--- src/cbmu_defines.svh ---
// Constants of the bit-manipulation datapath: field positions,
// reset values of the byte, address and index registers.
// Assumes inclusion by the package and the modules that need them.
`ifndef CBMU_DEFINES_SVH
`define CBMU_DEFINES_SVH

// Flag positions inside the condition code register
`define CBMU_CCR_C_BIT 3'h0
`define CBMU_CCR_Z_BIT 3'h2

// Reset values
`define CBMU_BYTE_RST 8'h00
`define CBMU_ADDR_RST 16'h0000
`define CBMU_IDX_RST  3'h0

`endif

--- src/cbmu_pkg.sv ---
// Types shared by the bit-manipulation datapath modules.
// Assumes cbmu_defines.svh is on the include path.
package cbmu_pkg;

  // Operation codes
  typedef enum logic [3:0] {
    CBMU_SET_BIT_OP    = 4'h0,
    CBMU_CLEAR_BIT_OP  = 4'h1,
    CBMU_INVERT_BIT_OP = 4'h2,
    CBMU_TEST_BIT_OP   = 4'h3,
    CBMU_AND_C_BIT     = 4'h4,
    CBMU_AND_C_INV_BIT = 4'h5,
    CBMU_OR_C_BIT      = 4'h6,
    CBMU_OR_C_INV_BIT  = 4'h7,
    CBMU_XOR_C_BIT     = 4'h8,
    CBMU_XOR_C_INV_BIT = 4'h9,
    CBMU_LOAD_C        = 4'hA,
    CBMU_LOAD_C_INV    = 4'hB,
    CBMU_STORE_C       = 4'hC,
    CBMU_STORE_C_INV   = 4'hD
  } cbmu_op_t;

  // One request from the instruction decoder
  typedef struct packed {
    cbmu_op_t    op;           // Operation
    logic        idx_from_reg; // Index from register low bits
    logic [2:0]  imm_idx;      // Immediate bit index
    logic [7:0]  idx_reg;      // Register holding the bit index
    logic        in_memory;    // Operand is in memory
    logic [7:0]  reg_operand;  // Register operand value
    logic [15:0] mem_addr;     // Memory operand address
  } cbmu_req_t;

  // Result of the bit unit for one operand
  typedef struct packed {
    logic [7:0] new_byte;  // Modified byte
    logic       new_flag;  // New carry or zero value
    logic       wr_byte;   // Byte must be written back
    logic       wr_carry;  // Carry flag updated
    logic       wr_zero;   // Zero flag updated
  } cbmu_res_t;

endpackage

--- src/cbmu_bit_unit.sv ---
// Combinational bit unit: one byte, one bit index, one carry in.
// Assumes the caller registers its outputs before they leave the block.
`timescale 1ns/1ps
`include "cbmu_defines.svh"

module cbmu_bit_unit
  import cbmu_pkg::*;
(
  input  wire cbmu_op_t   op,
  input  wire logic [7:0] operand,
  input  wire logic [2:0] idx,
  input  wire logic       carry,
  output cbmu_res_t       res
);

  logic [7:0] mask; // One-hot select of the addressed bit
  logic       sel;  // Addressed bit value

  // Decode index into mask
  always_comb
  begin
    mask = 8'h01 << idx;
    sel  = operand[idx];
  end

  // Per-operation result
  always_comb
  begin
    res = '{new_byte: operand, new_flag: carry, wr_byte: 1'b0,
            wr_carry: 1'b0, wr_zero: 1'b0};
    case (op)
      CBMU_SET_BIT_OP:
      begin
        res.new_byte = operand | mask;
        res.wr_byte  = 1'b1;
      end
      CBMU_CLEAR_BIT_OP:
      begin
        res.new_byte = operand & ~mask;
        res.wr_byte  = 1'b1;
      end
      CBMU_INVERT_BIT_OP:
      begin
        res.new_byte = operand ^ mask;
        res.wr_byte  = 1'b1;
      end
      CBMU_TEST_BIT_OP:
      begin
        res.new_flag = ~sel;
        res.wr_zero  = 1'b1;
      end
      CBMU_AND_C_BIT:     res.new_flag = carry & sel;
      CBMU_AND_C_INV_BIT: res.new_flag = carry & ~sel;
      CBMU_OR_C_BIT:      res.new_flag = carry | sel;
      CBMU_OR_C_INV_BIT:  res.new_flag = carry | ~sel;
      CBMU_XOR_C_BIT:     res.new_flag = carry ^ sel;
      CBMU_XOR_C_INV_BIT: res.new_flag = carry ^ ~sel;
      CBMU_LOAD_C:        res.new_flag = sel;
      CBMU_LOAD_C_INV:    res.new_flag = ~sel;
      CBMU_STORE_C:
      begin
        res.new_byte = carry ? (operand | mask) : (operand & ~mask);
        res.wr_byte  = 1'b1;
      end
      CBMU_STORE_C_INV:
      begin
        res.new_byte = carry ? (operand & ~mask) : (operand | mask);
        res.wr_byte  = 1'b1;
      end
      default: res.new_flag = carry;
    endcase
    // Carry ops are all codes from AND to LOAD_C_INV
    res.wr_carry = (op >= CBMU_AND_C_BIT) && (op <= CBMU_LOAD_C_INV);
  end

endmodule

--- src/cbmu_core.sv ---
// Bit-manipulation datapath of the CPU: sequences one request,
// fetches and writes back a memory byte, updates the flags.
// Assumes the decoder holds req stable while req_valid and req_ready,
// and memory answers each strobe with a one-cycle ack on core_clk.
`timescale 1ns/1ps
`include "cbmu_defines.svh"

module cbmu_core
  import cbmu_pkg::*;
(
  input  wire logic        core_clk,
  input  wire logic        rst_n,
  // Request from the decoder
  input  wire logic        req_valid,
  output      logic        req_ready,
  input  wire cbmu_req_t   req,
  // Condition code register seen by the block
  input  wire logic [7:0]  ccr_in,
  output      logic        ccr_wr_en,
  output      logic [7:0]  ccr_wr_data,
  // General register write-back
  output      logic        reg_wr_en,
  output      logic [7:0]  reg_wr_data,
  // Memory byte access
  output      logic        mem_rd_req,
  output      logic        mem_wr_req,
  output      logic [15:0] mem_addr,
  output      logic [7:0]  mem_wr_data,
  input  wire logic        mem_ack,
  input  wire logic [7:0]  mem_rd_data,
  // Completion
  output      logic        done,
  output      logic        illegal
);

  // Sequencer states
  // Register ops run IDLE, EXEC, DONE; memory ops add READ, and WRITE when the byte is written back
  typedef enum logic [2:0] {
    CBMU_IDLE  = 3'b000,
    CBMU_READ  = 3'b001,
    CBMU_EXEC  = 3'b010,
    CBMU_WRITE = 3'b011,
    CBMU_DONE  = 3'b100
  } cbmu_state_t;

  // True for the forms that work on the inverted bit or carry
  // Used to refuse a register index for these forms
  function automatic logic cbmu_is_inverted(input cbmu_op_t op);
    case (op)
      CBMU_AND_C_INV_BIT,
      CBMU_OR_C_INV_BIT,
      CBMU_XOR_C_INV_BIT,
      CBMU_LOAD_C_INV,
      CBMU_STORE_C_INV: cbmu_is_inverted = 1'b1;
      default:          cbmu_is_inverted = 1'b0;
    endcase
  endfunction

  // Replace one flag of the condition code byte, keep the other seven;
  // shared by the carry and zero paths so both merge the same way
  function automatic logic [7:0] cbmu_put_flag(input logic [7:0] flags,
                                               input logic [2:0] pos,
                                               input logic       val);
    logic [7:0] merged; // Flags with one bit replaced
    merged      = flags;
    merged[pos] = val;
    cbmu_put_flag = merged;
  endfunction

  // Reset synchroniser
  // Asserts at once, releases two edges later
  logic rst_meta_r;   // First stage, read only by second stage
  logic rst_sync_r;   // Synchronised reset, active low
  logic rst_core_n;   // Copy used by the rest of the block

  // Sequencer and operand state
  cbmu_state_t state_r, state_nxt;   // Sequencer state
  cbmu_op_t    op_r, op_nxt;         // Latched operation
  logic [2:0]  idx_r, idx_nxt;       // Latched bit index
  logic        mem_r, mem_nxt;       // Operand lives in memory
  logic [7:0]  opnd_r, opnd_nxt;     // Operand byte
  logic [15:0] addr_r, addr_nxt;     // Memory address
  logic [7:0]  wdat_r, wdat_nxt;     // Byte to write back

  // Registered outputs
  // Kept in flops so downstream sees clean one-cycle pulses
  logic        ccr_we_r, ccr_we_nxt;     // Flag write strobe
  logic [7:0]  ccr_dat_r, ccr_dat_nxt;   // Flag write data
  logic        reg_we_r, reg_we_nxt;     // Register write strobe
  logic [7:0]  reg_dat_r, reg_dat_nxt;   // Register write data
  logic        done_r, done_nxt;         // Completion pulse
  logic        ill_r, ill_nxt;           // Illegal request pulse

  // Glue between the handshake, the bit unit and the sequencer
  cbmu_res_t   res;         // Bit unit result
  logic        accept;      // Request taken this cycle
  logic        bad_req;     // Inverted form with register index

  // Release reset through two flip-flops
  always_ff @(posedge core_clk or negedge rst_n)
  begin
    if (!rst_n)
    begin
      rst_meta_r <= 1'b0;
      rst_sync_r <= 1'b0;
    end
    else
    begin
      rst_meta_r <= 1'b1;
      rst_sync_r <= rst_meta_r;
    end
  end

  // Every other flop resets from this copy, so its release is clean
  // even when rst_n rises close to a clock edge
  assign rst_core_n = rst_sync_r;

  // Bit operation on the captured operand
  // Works on latched copies, so the decoder may move on after the take
  cbmu_bit_unit u_bit_unit (
    .op      (op_r),
    .operand (opnd_r),
    .idx     (idx_r),
    .carry   (ccr_in[`CBMU_CCR_C_BIT]),
    .res     (res)
  );

  // Handshake decode
  // Only IDLE takes a request; every other state refuses it
  always_comb
  begin
    req_ready = (state_r == CBMU_IDLE);
    accept    = req_valid && req_ready;
    // Register-sourced index is not allowed for the inverted forms
    bad_req   = cbmu_is_inverted(req.op) && req.idx_from_reg;
  end

  // Sequencer next-state and datapath next values
  // Everything holds by default; strobes and pulses default low
  always_comb
  begin
    state_nxt   = state_r;
    op_nxt      = op_r;
    idx_nxt     = idx_r;
    mem_nxt     = mem_r;
    opnd_nxt    = opnd_r;
    addr_nxt    = addr_r;
    wdat_nxt    = wdat_r;
    ccr_we_nxt  = 1'b0;
    ccr_dat_nxt = ccr_dat_r;
    reg_we_nxt  = 1'b0;
    reg_dat_nxt = reg_dat_r;
    done_nxt    = 1'b0;
    ill_nxt     = 1'b0;
    case (state_r)
      // Waiting for the decoder
      CBMU_IDLE:
      begin
        if (accept && bad_req)
        begin
          // Rejected: nothing is read or written
          ill_nxt  = 1'b1;
          done_nxt = 1'b1;
        end
        else if (accept)
        begin
          op_nxt   = req.op;
          // Index source select
          idx_nxt  = req.idx_from_reg ? req.idx_reg[2:0] : req.imm_idx;
          mem_nxt  = req.in_memory;
          opnd_nxt = req.reg_operand;
          addr_nxt = req.mem_addr;
          // Memory operands are fetched as a whole byte first
          state_nxt = req.in_memory ? CBMU_READ : CBMU_EXEC;
        end
      end

      // Memory read in flight
      CBMU_READ:
      begin
        // Hold the read strobe until memory answers
        if (mem_ack)
        begin
          opnd_nxt  = mem_rd_data;
          state_nxt = CBMU_EXEC;
        end
      end

      // Operand in hand, result decided here
      CBMU_EXEC:
      begin
        // Flag results rewrite only their own bit of the flags
        if (res.wr_carry)
        begin
          ccr_we_nxt  = 1'b1;
          ccr_dat_nxt = cbmu_put_flag(ccr_in, `CBMU_CCR_C_BIT, res.new_flag);
        end
        else if (res.wr_zero)
        begin
          ccr_we_nxt  = 1'b1;
          ccr_dat_nxt = cbmu_put_flag(ccr_in, `CBMU_CCR_Z_BIT, res.new_flag);
        end

        // Byte results go back where the operand came from
        if (res.wr_byte && mem_r)
        begin
          wdat_nxt  = res.new_byte;
          state_nxt = CBMU_WRITE;
        end
        else if (res.wr_byte)
        begin
          reg_we_nxt  = 1'b1;
          reg_dat_nxt = res.new_byte;
          state_nxt   = CBMU_DONE;
        end
        else
        begin
          // Operand untouched for flag-only results
          state_nxt = CBMU_DONE;
        end
      end

      // Memory write in flight
      CBMU_WRITE:
      begin
        // Hold the write strobe until memory answers
        if (mem_ack)
        begin
          state_nxt = CBMU_DONE;
        end
      end

      // Completion pulse
      CBMU_DONE:
      begin
        // Next request may be taken in the cycle done shows
        done_nxt  = 1'b1;
        state_nxt = CBMU_IDLE;
      end

      // Unused codes fall back to idle
      default:
      begin
        state_nxt = CBMU_IDLE;
      end
    endcase
  end

  // Sequencer and datapath registers
  // Register only; all decisions sit in the next-value process
  always_ff @(posedge core_clk or negedge rst_core_n)
  begin
    if (!rst_core_n)
    begin
      state_r   <= CBMU_IDLE;
      op_r      <= CBMU_SET_BIT_OP;
      idx_r     <= `CBMU_IDX_RST;
      mem_r     <= 1'b0;
      opnd_r    <= `CBMU_BYTE_RST;
      addr_r    <= `CBMU_ADDR_RST;
      wdat_r    <= `CBMU_BYTE_RST;
      ccr_we_r  <= 1'b0;
      ccr_dat_r <= `CBMU_BYTE_RST;
      reg_we_r  <= 1'b0;
      reg_dat_r <= `CBMU_BYTE_RST;
      done_r    <= 1'b0;
      ill_r     <= 1'b0;
    end
    else
    begin
      state_r   <= state_nxt;
      op_r      <= op_nxt;
      idx_r     <= idx_nxt;
      mem_r     <= mem_nxt;
      opnd_r    <= opnd_nxt;
      addr_r    <= addr_nxt;
      wdat_r    <= wdat_nxt;
      ccr_we_r  <= ccr_we_nxt;
      ccr_dat_r <= ccr_dat_nxt;
      reg_we_r  <= reg_we_nxt;
      reg_dat_r <= reg_dat_nxt;
      done_r    <= done_nxt;
      ill_r     <= ill_nxt;
    end
  end

  // Output drive; strobes follow state, data from flip-flops
  // Memory strobes come from the state flop, so they drop in the
  // cycle after the ack without any extra logic
  always_comb
  begin
    mem_rd_req  = (state_r == CBMU_READ);
    mem_wr_req  = (state_r == CBMU_WRITE);
    mem_addr    = addr_r;
    mem_wr_data = wdat_r;
    ccr_wr_en   = ccr_we_r;
    ccr_wr_data = ccr_dat_r;
    reg_wr_en   = reg_we_r;
    reg_wr_data = reg_dat_r;
    done        = done_r;
    illegal     = ill_r;
  end

endmodule

--- config.mk ---
export PLATFORM = sky130hd
export DESIGN_NAME = cbmu_core
export DESIGN_NICKNAME = d
export VERILOG_FILES = /design/src/cbmu_pkg.sv /design/src/cbmu_bit_unit.sv /design/src/cbmu_core.sv
export VERILOG_INCLUDE_DIRS = /design/src
export SDC_FILE = /design/constraint.sdc
export NUM_CORES = 1
export LEC_CHECK = 0
export BUFFER_PORTS_ARGS = -buffer_cell sky130_fd_sc_hd__buf_4
export CORE_AREA = 2 2 105 107
export DETAILED_ROUTE_END_ITERATION = 10
export DIE_AREA = 0 0 107 109
export GPL_ROUTABILITY_DRIVEN = 0
export SYNTH_ARGS = -nofsm -noshare
export SYNTH_HDL_FRONTEND = slang
export SYNTH_SLANG_ARGS = --single-unit
export TNS_END_PERCENT = 5
--- constraint.sdc ---
create_clock -name core_clk -period 3.3 [get_ports core_clk]
set_input_delay 0.33 -clock core_clk [delete_from_list [all_inputs] [get_ports core_clk]]
set_output_delay 0.33 -clock core_clk [all_outputs]
set_load 0.005 [all_outputs]
==> flow_metrics.py, run 1 <==
metrics = {
    "power": {
        "p_leak_nw": 2.14,
        "p_total_w": 0.00449,
        "powerDensity_mw_per_mm2": 958,
        "peakVddDrop_v": 0.000373,
    },
    "sta": {
        "fin_worst_skew_ns": 0.0122,
        "final_hold_viol_count": 0,
        "fin_tns_setup_ns": 0,
        "setup_violations": 0,
        "rsz0062_at_grt": "false",
        "slew_headroom": 0.351,
        "hold_ws_ns": 0.219,
        "setup_slack_ns": 0.759,
        "timing.fmax_mhz": 394,
        "period_share": 0.770,
        "layout_min_cycle_time_ns": 2.54,
        "slew_violations": 0,
        "worst_pin_slew_ns": 0.973,
    },
    "synthesis": {
        "synth_ff_type": "dfrtp_1",
        "synth_cell_types": 46,
        "async_flop_share": 1.00,
        "synth_seq_area_share": 0.452,
        "yosysTopAreaCell": "dfrtp_1",
        "netlist.area_leader.share": 0.452,
        "synth_edf_count": 0,
        "synth_fp_nets": 411,
        "syn_inst": 330,
        "ys_warn_count": 0,
        "syn_area_mm2": 0.00360,
        "ys_seq_elements": 65,
        "postSynthAreaPerCell_um2": 10.9,
        "synth_area_leaders": "dfrtp_1 (45%), mux2_2 (13%), ha_1 (6.9%), mux2i_1 (4.4%), a21oi_1 (2.6%)",
    },
    "drt": {
        "routed_wl_mm": 8.27,
        "post-route-drc-count": 0,
        "wl_per_cell_um": 14.4,
        "drt_first_pass_iters": 4,
        "drt-initial-drc-count": 95,
        "viasPerCell": 4.92,
        "ant_nets": 0,
        "vias": 2822,
    },
    "critical_path": {
        "worstSetupEndpointType": "flip-flop",
        "worst-path-buf-inv": 1,
        "critPathMaxFanout": 9,
        "crit_chain": "inv_1, ha_1, nor2b_1, nor2_1, nor3_4, mux2_2",
        "required_ns": 3.52,
        "arrival_ns": 2.76,
        "cp_top_family": "simple AND/OR/NAND/NOR gates",
        "crit_slowest_cell": "nor2b_1",
        "path_class": "flip-flop to flip-flop",
        "r2r_slack_ns": 0.76,
        "start_kind": "flip-flop",
        "critical-path-max-stage-delay_ns": 0.58,
    },
    "place": {
        "dp_hpwl_mm": 6.18,
        "io_buffer_count": 102,
        "pre_cts_slack_ns": 0.741,
        "dp_cells": 556,
    },
    "global_route": {
        "overflow": 0,
        "antenna_found_initial": 0,
        "grtUsageTotal": 0.149,
        "grt_pass1_vias": 2762,
        "grt_first_pass_wirelength_mm": 13.5,
        "grt_max_degree": 44,
    },
    "floorplanning": {
        "fp.dieW_um": 107,
        "placementRows": 38,
        "initial_core_util": 0.340,
        "core_mm2": 0.0106,
        "io-pin-count": 108,
        "fp.dieH_um": 109,
        "die_area_mm2": 0.0117,
    },
    "run": {
        "cap_viol_max_count": 0,
    },
    "clocking": {
        "clkTransAtPathRegs_ns": 0.08,
        "cts_tree": "yes",
        "cts_buffers": 9,
        "cts_root_buf": "clkbuf_8",
        "postCtsSetupBuffers": 0,
        "insertion_delay_ns": 0.34,
        "clock-sinks": 65,
        "ctsHtreeMaxLevel": 3,
        "clockBufferDepth": 2,
    },
    "final_layout": {
        "insertedDiodeCount": 0,
        "finalNonFillerCells": 573,
        "area_growth_pct": 30.3,
        "layout.nets": 509,
        "drive_above_1_share": 0.400,
    },
    "status": {
        "status": "finished clean",
    },
    "hold_path": {
        "holdCritPathClass": "input pin to flip-flop",
    },
}
layout by cell type, fill, tap and decap left out, types with 9 or more instances in the layout:
master	n
mux2i_1	16
buf_4	105
nand2_1	13
mux2_2	43
ha_1	20
nor2_1	24
a21oi_1	19
dfrtp_1	64
clkbuf_8	9
o21ai_0	15
inv_1	20
report_power, final:
part           switching (W)  total [W]  internal (W)
Clock               0.000316   0.000745      0.000428
Sequential          0.000382    0.00155       0.00117
Combinational        0.00101    0.00220       0.00118
cell families after synthesis:
group	synth area share
AO/OA/AOI/OAI	0.136
XOR/XNOR	0.00243
adder cells (fa/ha/maj)	0.0695
buffers and inverters	0.0493
flip-flops	0.452
multiplexers	0.179
other	0.00104
AND/OR/NAND/NOR	0.111
flip-flops by register name, indices dropped and copies added, names as in the netlist:
name         flops
done             1
mem_addr        16
rst_meta_r       1
reg_wr_data      8
mem_r            1
mem_wr_data      8
idx_r            3
opnd_r           8
rst_core_n       1
op_r             4
state_r          3
illegal          1
ccr_wr_en        1
reg_wr_en        1
ccr_wr_data      8
path summary, 6_finish.rpt:
check / start / end / cells past startpoint
worst max register to register: op_r[2] / reg_wr_data[7] / 6
worst min-delay path: req[10] / mem_addr[10] / 2
worst min register to register: rst_meta_r / rst_core_n / 0
max in group asynchronous: rst_core_n / ccr_wr_data[4] / 1
worst max-delay path: op_r[2] / reg_wr_data[7] / 6
min in group asynchronous: rst_n / rst_core_n / 2
layout make-up:
| class | count | area [um^2] |
|---|---|---|
| Sequential cell | 65 | 1630 |
| Tap cell | 140 | 175 |
| Fill cell | 1033 | 5910 |
| Clock buffer | 10 | 128 |
| Timing Repair Buffer | 106 | 798 |
| Multi-Input combinational cell | 226 | 1800 |
| Inverter | 20 | 75.1 |
| Clock inverter | 6 | 90.1 |
cells in the mapped netlist (all sizes together) (3+ instances only):
master and n:
o211ai 5, o22ai 6, a21oi 20, nor2 24, nand2 13, buf 17
a22oi 6, a211oi 7, dfrtp 65, nor2b 6, a2bb2oi 5, nor3 5
mux2 43, nor3b 6, o21ai 15, inv 20, ha 20, nand3 3
and3b 3, mux2i 16
worst register-to-register path, delay by kind of cell, from the launching register on:
family	cells	cell delay, ns
flops	1	0.41
fa+ha+maj	1	0.28
mux	1	0.39
buf+inv	1	0.09
simple gates	3	1.26
routing by layer:
| layer | global-route usage | up-vias | routed length [um] | share of wire |
|---|---|---|---|---|
| li1 | - | 1373 | - | - |
| met1 | 0.193 | 1348 | 3710 | 0.45 |
| met2 | 0.238 | 88 | 3950 | 0.48 |
| met3 | 0.0389 | 13 | 438 | 0.053 |
| met4 | 0.0612 | 0 | 175 | 0.021 |
| met5 | 0 | - | 0 | 0 |
metrics by stage:
step                instance area (um^2)   util
floorplan                           3600      -
global placement                    4460  0.421
detailed placement                  4460  0.421
CTS                                 4690  0.442
global route                        4690  0.442
finish                              4690  0.442
what timing repair did:
| item | CTS | global route |
|---|---|---|
| endpoints found under the hold margin | 2 | 0 |
| hold buffers | 1 | 0 |
| gates resized for setup | 0 | 0 |
No activity file was read; power rests on OpenSTA's default activity.
==> inputs of run 2 (changes only) <==
==> constraint.sdc (replaced) <==
create_clock -name core_clk -period 2.5 [get_ports core_clk]
set_input_delay 0.25 -clock core_clk [delete_from_list [all_inputs] [get_ports core_clk]]
set_output_delay 0.25 -clock core_clk [all_outputs]
set_load 0.005 [all_outputs]
==> run 2 against run 1 <==
Power grew 36%. Wire length grew 4.0%. Final cell count grew 1.9%. Flip-flop and latch count is the same. First-iteration DRC count shrank 12%. Hold slack lost 0.091 ns. Utilization grew 0.90 points. Combinational power grew 41%. Sequential share of layout area shrank 0.69 points. Worst setup slack lost 0.49 ns. Critical path depth grew 1. Largest cell class unchanged. Largest power group unchanged. Highest routed layer unchanged.
==> flow_metrics.py, run 2 (synthesized netlist as in run 1, its figures left out) <==
metrics = {
    "status": {
        "status": "finished clean",
    },
    "floorplanning": {
        "placementRows": 38,
        "die_area_mm2": 0.0117,
        "io-pin-count": 108,
        "core_mm2": 0.0106,
        "fp.dieH_um": 109,
        "initial_core_util": 0.340,
        "fp.dieW_um": 107,
    },
    "critical_path": {
        "worst-path-buf-inv": 1,
        "critical-path-max-stage-delay_ns": 0.56,
        "critPathMaxFanout": 12,
        "r2r_start": "idx_r[2]",
        "reg2regPathDepth": 7,
        "worstSetupEndpointType": "flip-flop",
        "worst_r2r_endpoint": "mem_wr_data[4]",
        "start_kind": "flip-flop",
        "crit_start": "idx_r[2]",
        "cp_top_family": "compound AO/OA/AOI/OAI gates",
        "required_ns": 2.79,
        "crit_chain": "nor3b_1, inv_1, ha_1, a211oi_1, a21oi_1, o21ai_0, mux2_2",
        "path_class": "flip-flop to flip-flop",
        "crit_slowest_cell": "dfrtp_1",
        "arrival_ns": 2.52,
        "r2r_slack_ns": 0.27,
    },
    "global_route": {
        "grt_first_pass_wirelength_mm": 14.1,
        "grt_pass1_vias": 2954,
        "grt_max_degree": 51,
        "overflow": 0,
        "antenna_found_initial": 0,
        "grtUsageTotal": 0.154,
    },
    "final_layout": {
        "final_common_cell": "buf_4",
        "area_growth_pct": 32.9,
        "largest_reg_flops": 16,
        "insertedDiodeCount": 0,
        "stdcell_area_mm2": 0.00479,
        "drive_above_1_share": 0.414,
        "layout.nets": 520,
        "final_cell_mix": "buf_4 (115), dfrtp_1 (64), mux2_2 (43)",
    },
    "sta": {
        "slew_headroom": 0.580,
        "timing.fmax_mhz": 449,
        "slew_violations": 0,
        "rsz0062_at_grt": "false",
        "fin_worst_skew_ns": 0.0134,
        "final_hold_viol_count": 0,
        "worst_pin_slew_ns": 0.630,
        "period_share": 0.891,
        "setup_violations": 0,
        "fin_tns_setup_ns": 0,
        "hold_ws_ns": 0.128,
        "layout_min_cycle_time_ns": 2.23,
    },
    "hold_path": {
        "hold_path_end": "mem_addr[11]",
        "min_from": "req[11]",
        "holdCritPathClass": "input pin to flip-flop",
        "worstHoldPathCells": 2,
    },
    "place": {
        "dp_hpwl_mm": 6.46,
        "io_buffer_count": 102,
        "placedInstanceArea_mm2": 0.00456,
    },
    "clocking": {
        "ctsHtreeMaxLevel": 3,
        "clock-sinks": 65,
        "insertion_delay_ns": 0.35,
        "clkTransAtPathRegs_ns": 0.08,
        "clockBufferDepth": 2,
        "postCtsSetupBuffers": 0,
        "cts_root_buf": "clkbuf_8",
        "cts_buffers": 9,
        "cts_tree": "yes",
    },
    "drt": {
        "post-route-drc-count": 0,
        "ant_nets": 0,
        "viasPerCell": 4.89,
        "vias": 2858,
        "drt_first_pass_iters": 4,
        "wl_per_cell_um": 14.7,
        "drt-initial-drc-count": 84,
        "routed_wl_mm": 8.61,
    },
    "power": {
        "powerDensity_mw_per_mm2": 1280,
        "p_leak_nw": 2.20,
        "peakVddDrop_v": 0.000624,
    },
    "run": {
        "cap_viol_max_count": 0,
    },
}
## run 2: cell types whose count changed in the layout (fill, tap and decap cells not counted)
| cell | previous run | this run |
|---|---|---|
| buf_12 | 0 | 1 |
| buf_4 | 105 | 115 |
## run 2: final cells by class
| class | count | area [um^2] |
|---|---|---|
| multi-input combinational | 226 | 1800 |
| tap | 140 | 175 |
| clock inverter | 6 | 90.1 |
| timing repair buffer | 117 | 893 |
| clock buffer | 10 | 128 |
| fill | 1007 | 5820 |
| inverter | 20 | 75.1 |
| sequential | 65 | 1630 |
## run 2: repair_timing
item,in CTS,in global routing
hold endpoints to repair,2,0
hold buffers,1,0
resized for setup,0,0
## run 2: worst max path at each step
stage               cells past startpoint  slack [ns]             end
floorplan                               9        0.54  reg_wr_data[1]
global placement                        8        0.34  reg_wr_data[3]
detailed placement                      7        0.26  reg_wr_data[4]
CTS                                     7        0.22  mem_wr_data[4]
global route                            7        0.06  mem_wr_data[4]
finish                                  7        0.27  mem_wr_data[4]
## run 2: metal layers
layer / wire, um / global-route usage / vias to the layer above
met5: 0 / 0 / -
met4: 155 / 0.0529 / 0
met3: 491 / 0.0412 / 14
met2: 4190 / 0.269 / 92
met1: 3770 / 0.185 / 1356
li1: - / - / 1396
## run 2: worst reg2reg max path, stage by stage, from the launching register on
cell and delay [ns]:
dfrtp_1 0.56, nor3b_1 0.41, inv_1 0.12, ha_1 0.21, a211oi_1 0.25, a21oi_1 0.07
o21ai_0 0.34, mux2_2 0.24
## run 2: per-stage QoR
step / power (W) / worst slack, ns / util / std cells
floorplan: 0.00392 / 0.544 / - / 330
CTS: 0.00619 / 0.216 / 0.451 / 584
global placement: 0.00504 / 0.339 / 0.430 / 567
finish: 0.00611 / 0.274 / 0.451 / 584
detailed placement: 0.00515 / 0.263 / 0.430 / 567
global route: 0.00663 / 0.0614 / 0.451 / 584
## run 2: report_power, final
group          total [W]  internal, W  switching, W
combinational    0.00311      0.00166       0.00145
sequential       0.00199      0.00155      0.000445
clock            0.00101     0.000565      0.000440
==> inputs of run 3 (changes only) <==
--- a/config.mk
+++ b/config.mk
@@ -11,6 +11,7 @@
 export DETAILED_ROUTE_END_ITERATION = 10
 export DIE_AREA = 0 0 107 109
 export GPL_ROUTABILITY_DRIVEN = 0
+export PLACE_DENSITY = 0.63
 export SYNTH_ARGS = -nofsm -noshare
 export SYNTH_HDL_FRONTEND = slang
 export SYNTH_SLANG_ARGS = --single-unit
==> constraint.sdc (replaced) <==
create_clock -name core_clk -period 2.3 [get_ports core_clk]
set_input_delay 0.23 -clock core_clk [delete_from_list [all_inputs] [get_ports core_clk]]
set_output_delay 0.23 -clock core_clk [all_outputs]
set_load 0.005 [all_outputs]
==> run 3 against run 2 <==
Global-route usage down 0.22 points. Utilization grew 0.20 points. Clock power rose by 18%. Clock skew fell by 0.0055 ns. Sequential share of layout area is 0.15 points lower. Cell area is 0.44% higher. Critical path type unchanged. Largest power group unchanged.
==> flow_metrics.py, run 3 (synthesized netlist as in run 1, its figures left out) <==
metrics = {
    "status": {
        "status": "finished clean",
    },
    "global_route": {
        "overflow": 0,
        "grt_pass1_vias": 2882,
        "grt_first_pass_wirelength_mm": 13.9,
        "grtUsageTotal": 0.152,
        "grt_max_degree": 34,
        "antenna_found_initial": 0,
    },
    "run": {
        "cap_viol_max_count": 0,
    },
    "sta": {
        "slew_violations": 0,
        "setup_violations": 0,
        "layout_min_cycle_time_ns": 2.17,
        "worst_pin_slew_ns": 0.717,
        "period_share": 0.943,
        "slew_headroom": 0.522,
        "final_hold_viol_count": 0,
        "fin_worst_skew_ns": 0.00791,
        "rsz0062_at_grt": "true",
        "timing.fmax_mhz": 461,
    },
    "clocking": {
        "cts_tree": "yes",
        "clockBufferDepth": 2,
        "cts_root_buf": "clkbuf_8",
        "ctsHtreeMaxLevel": 3,
        "postCtsSetupBuffers": 0,
        "cts_buffers": 9,
        "clock-sinks": 65,
        "clkTransAtPathRegs_ns": 0.07,
        "insertion_delay_ns": 0.34,
    },
    "final_layout": {
        "finalNonFillerCells": 583,
        "layout.nets": 519,
        "area_growth_pct": 33.5,
        "post-route-util": 0.453,
        "final_common_cell": "buf_4",
        "insertedDiodeCount": 0,
        "final_cell_mix": "buf_4 (114), dfrtp_1 (64), mux2_2 (43)",
        "largest_reg_flops": 16,
        "drive_above_1_share": 0.415,
    },
    "critical_path": {
        "worst_r2r_endpoint": "reg_wr_data[2]",
        "worstSetupEndpointType": "flip-flop",
        "required_ns": 2.53,
        "worst-path-buf-inv": 1,
        "cp_top_family": "compound AO/OA/AOI/OAI gates",
        "r2r_slack_ns": 0.13,
        "arrival_ns": 2.40,
        "crit_chain": "inv_1, ha_1, o21ba_2, nor2_1, o21ai_0, o311ai_0, mux2_2",
        "reg2regPathDepth": 7,
        "critical-path-max-stage-delay_ns": 0.41,
        "crit_slowest_cell": "dfrtp_1",
        "start_kind": "flip-flop",
        "r2r_start": "op_r[2]",
        "critPathMaxFanout": 8,
        "path_class": "flip-flop to flip-flop",
    },
    "floorplanning": {
        "fp.dieW_um": 107,
        "initial_core_util": 0.340,
        "placementRows": 38,
        "fp.dieH_um": 109,
        "io-pin-count": 108,
        "die_area_mm2": 0.0117,
        "core_mm2": 0.0106,
    },
    "drt": {
        "ant_nets": 0,
        "wl_per_cell_um": 14.7,
        "drt_first_pass_iters": 5,
        "vias": 2885,
        "viasPerCell": 4.95,
        "drt-initial-drc-count": 113,
        "post-route-drc-count": 0,
        "routed_wl_mm": 8.58,
    },
    "power": {
        "p_leak_nw": 2.20,
        "peakVddDrop_v": 0.000571,
        "powerDensity_mw_per_mm2": 1400,
    },
    "hold_path": {
        "hold_path_end": "mem_addr[7]",
        "min_from": "req[7]",
        "worstHoldPathCells": 2,
        "holdCritPathClass": "input pin to flip-flop",
    },
    "place": {
        "io_buffer_count": 102,
        "dp_cells": 566,
        "dp_hpwl_mm": 6.38,
    },
}
run 3: routing by layer:
layer / up-vias / track usage / routed length [um]
met5: - / 0 / 0
met4: 0 / 0.0482 / 150
met3: 13 / 0.0389 / 446
met2: 83 / 0.258 / 4170
met1: 1393 / 0.191 / 3820
li1: 1396 / - / -
run 3: area by class of cell:
class                      instances  area [um^2]
inverter                          20         75.1
multi-input combinational        226         1800
fill                            1017         5800
tap                              140          175
timing repair buffer             116          886
clock inverter                     6          114
clock buffer                      10          128
sequential                        65         1630
run 3: what timing repair did:
action / in CTS / in global routing
endpoints found under the setup margin: 0 / 8
endpoints found under the hold margin: 2 / 0
gates resized for setup: 0 / 1
hold buffers: 1 / 0
run 3: per-stage QoR:
| step | setup WS [ns] | hold slack [ns] | TNS [ns] | total power, W | instance area [um^2] |
|---|---|---|---|---|---|
| detailed placement | 0.125 | 0.0160 | 0 | 0.00558 | 4550 |
| floorplan | 0.344 | -0.0656 | 0 | 0.00426 | 3600 |
| global placement | 0.208 | 0.0138 | 0 | 0.00545 | 4550 |
| CTS | 0.128 | 0.0993 | 0 | 0.00680 | 4800 |
| global route | -0.0784 | 0.103 | -0.278 | 0.00730 | 4810 |
| finish | 0.131 | 0.116 | 0 | 0.00673 | 4810 |
run 3: worst max-delay path by stage:
| stage | startpoint | to | slack (ns) | cells past startpoint |
|---|---|---|---|---|
| 2_1_floorplan | idx_r[1] | reg_wr_data[1] | 0.34 | 9 |
| 3_3_place_gp | op_r[2] | reg_wr_data[2] | 0.21 | 7 |
| 3_5_place_dp | op_r[2] | reg_wr_data[2] | 0.12 | 7 |
| 4_1_cts | op_r[2] | reg_wr_data[2] | 0.13 | 7 |
| 5_1_grt | idx_r[2] | reg_wr_data[4] | -0.08 | 7 |
| 6_report | op_r[2] | reg_wr_data[2] | 0.13 | 7 |
run 3: report_power, final:
part / internal, W / switching [W]
combinational: 0.00179 / 0.00155
clock: 0.000724 / 0.000466
sequential: 0.00168 / 0.000521
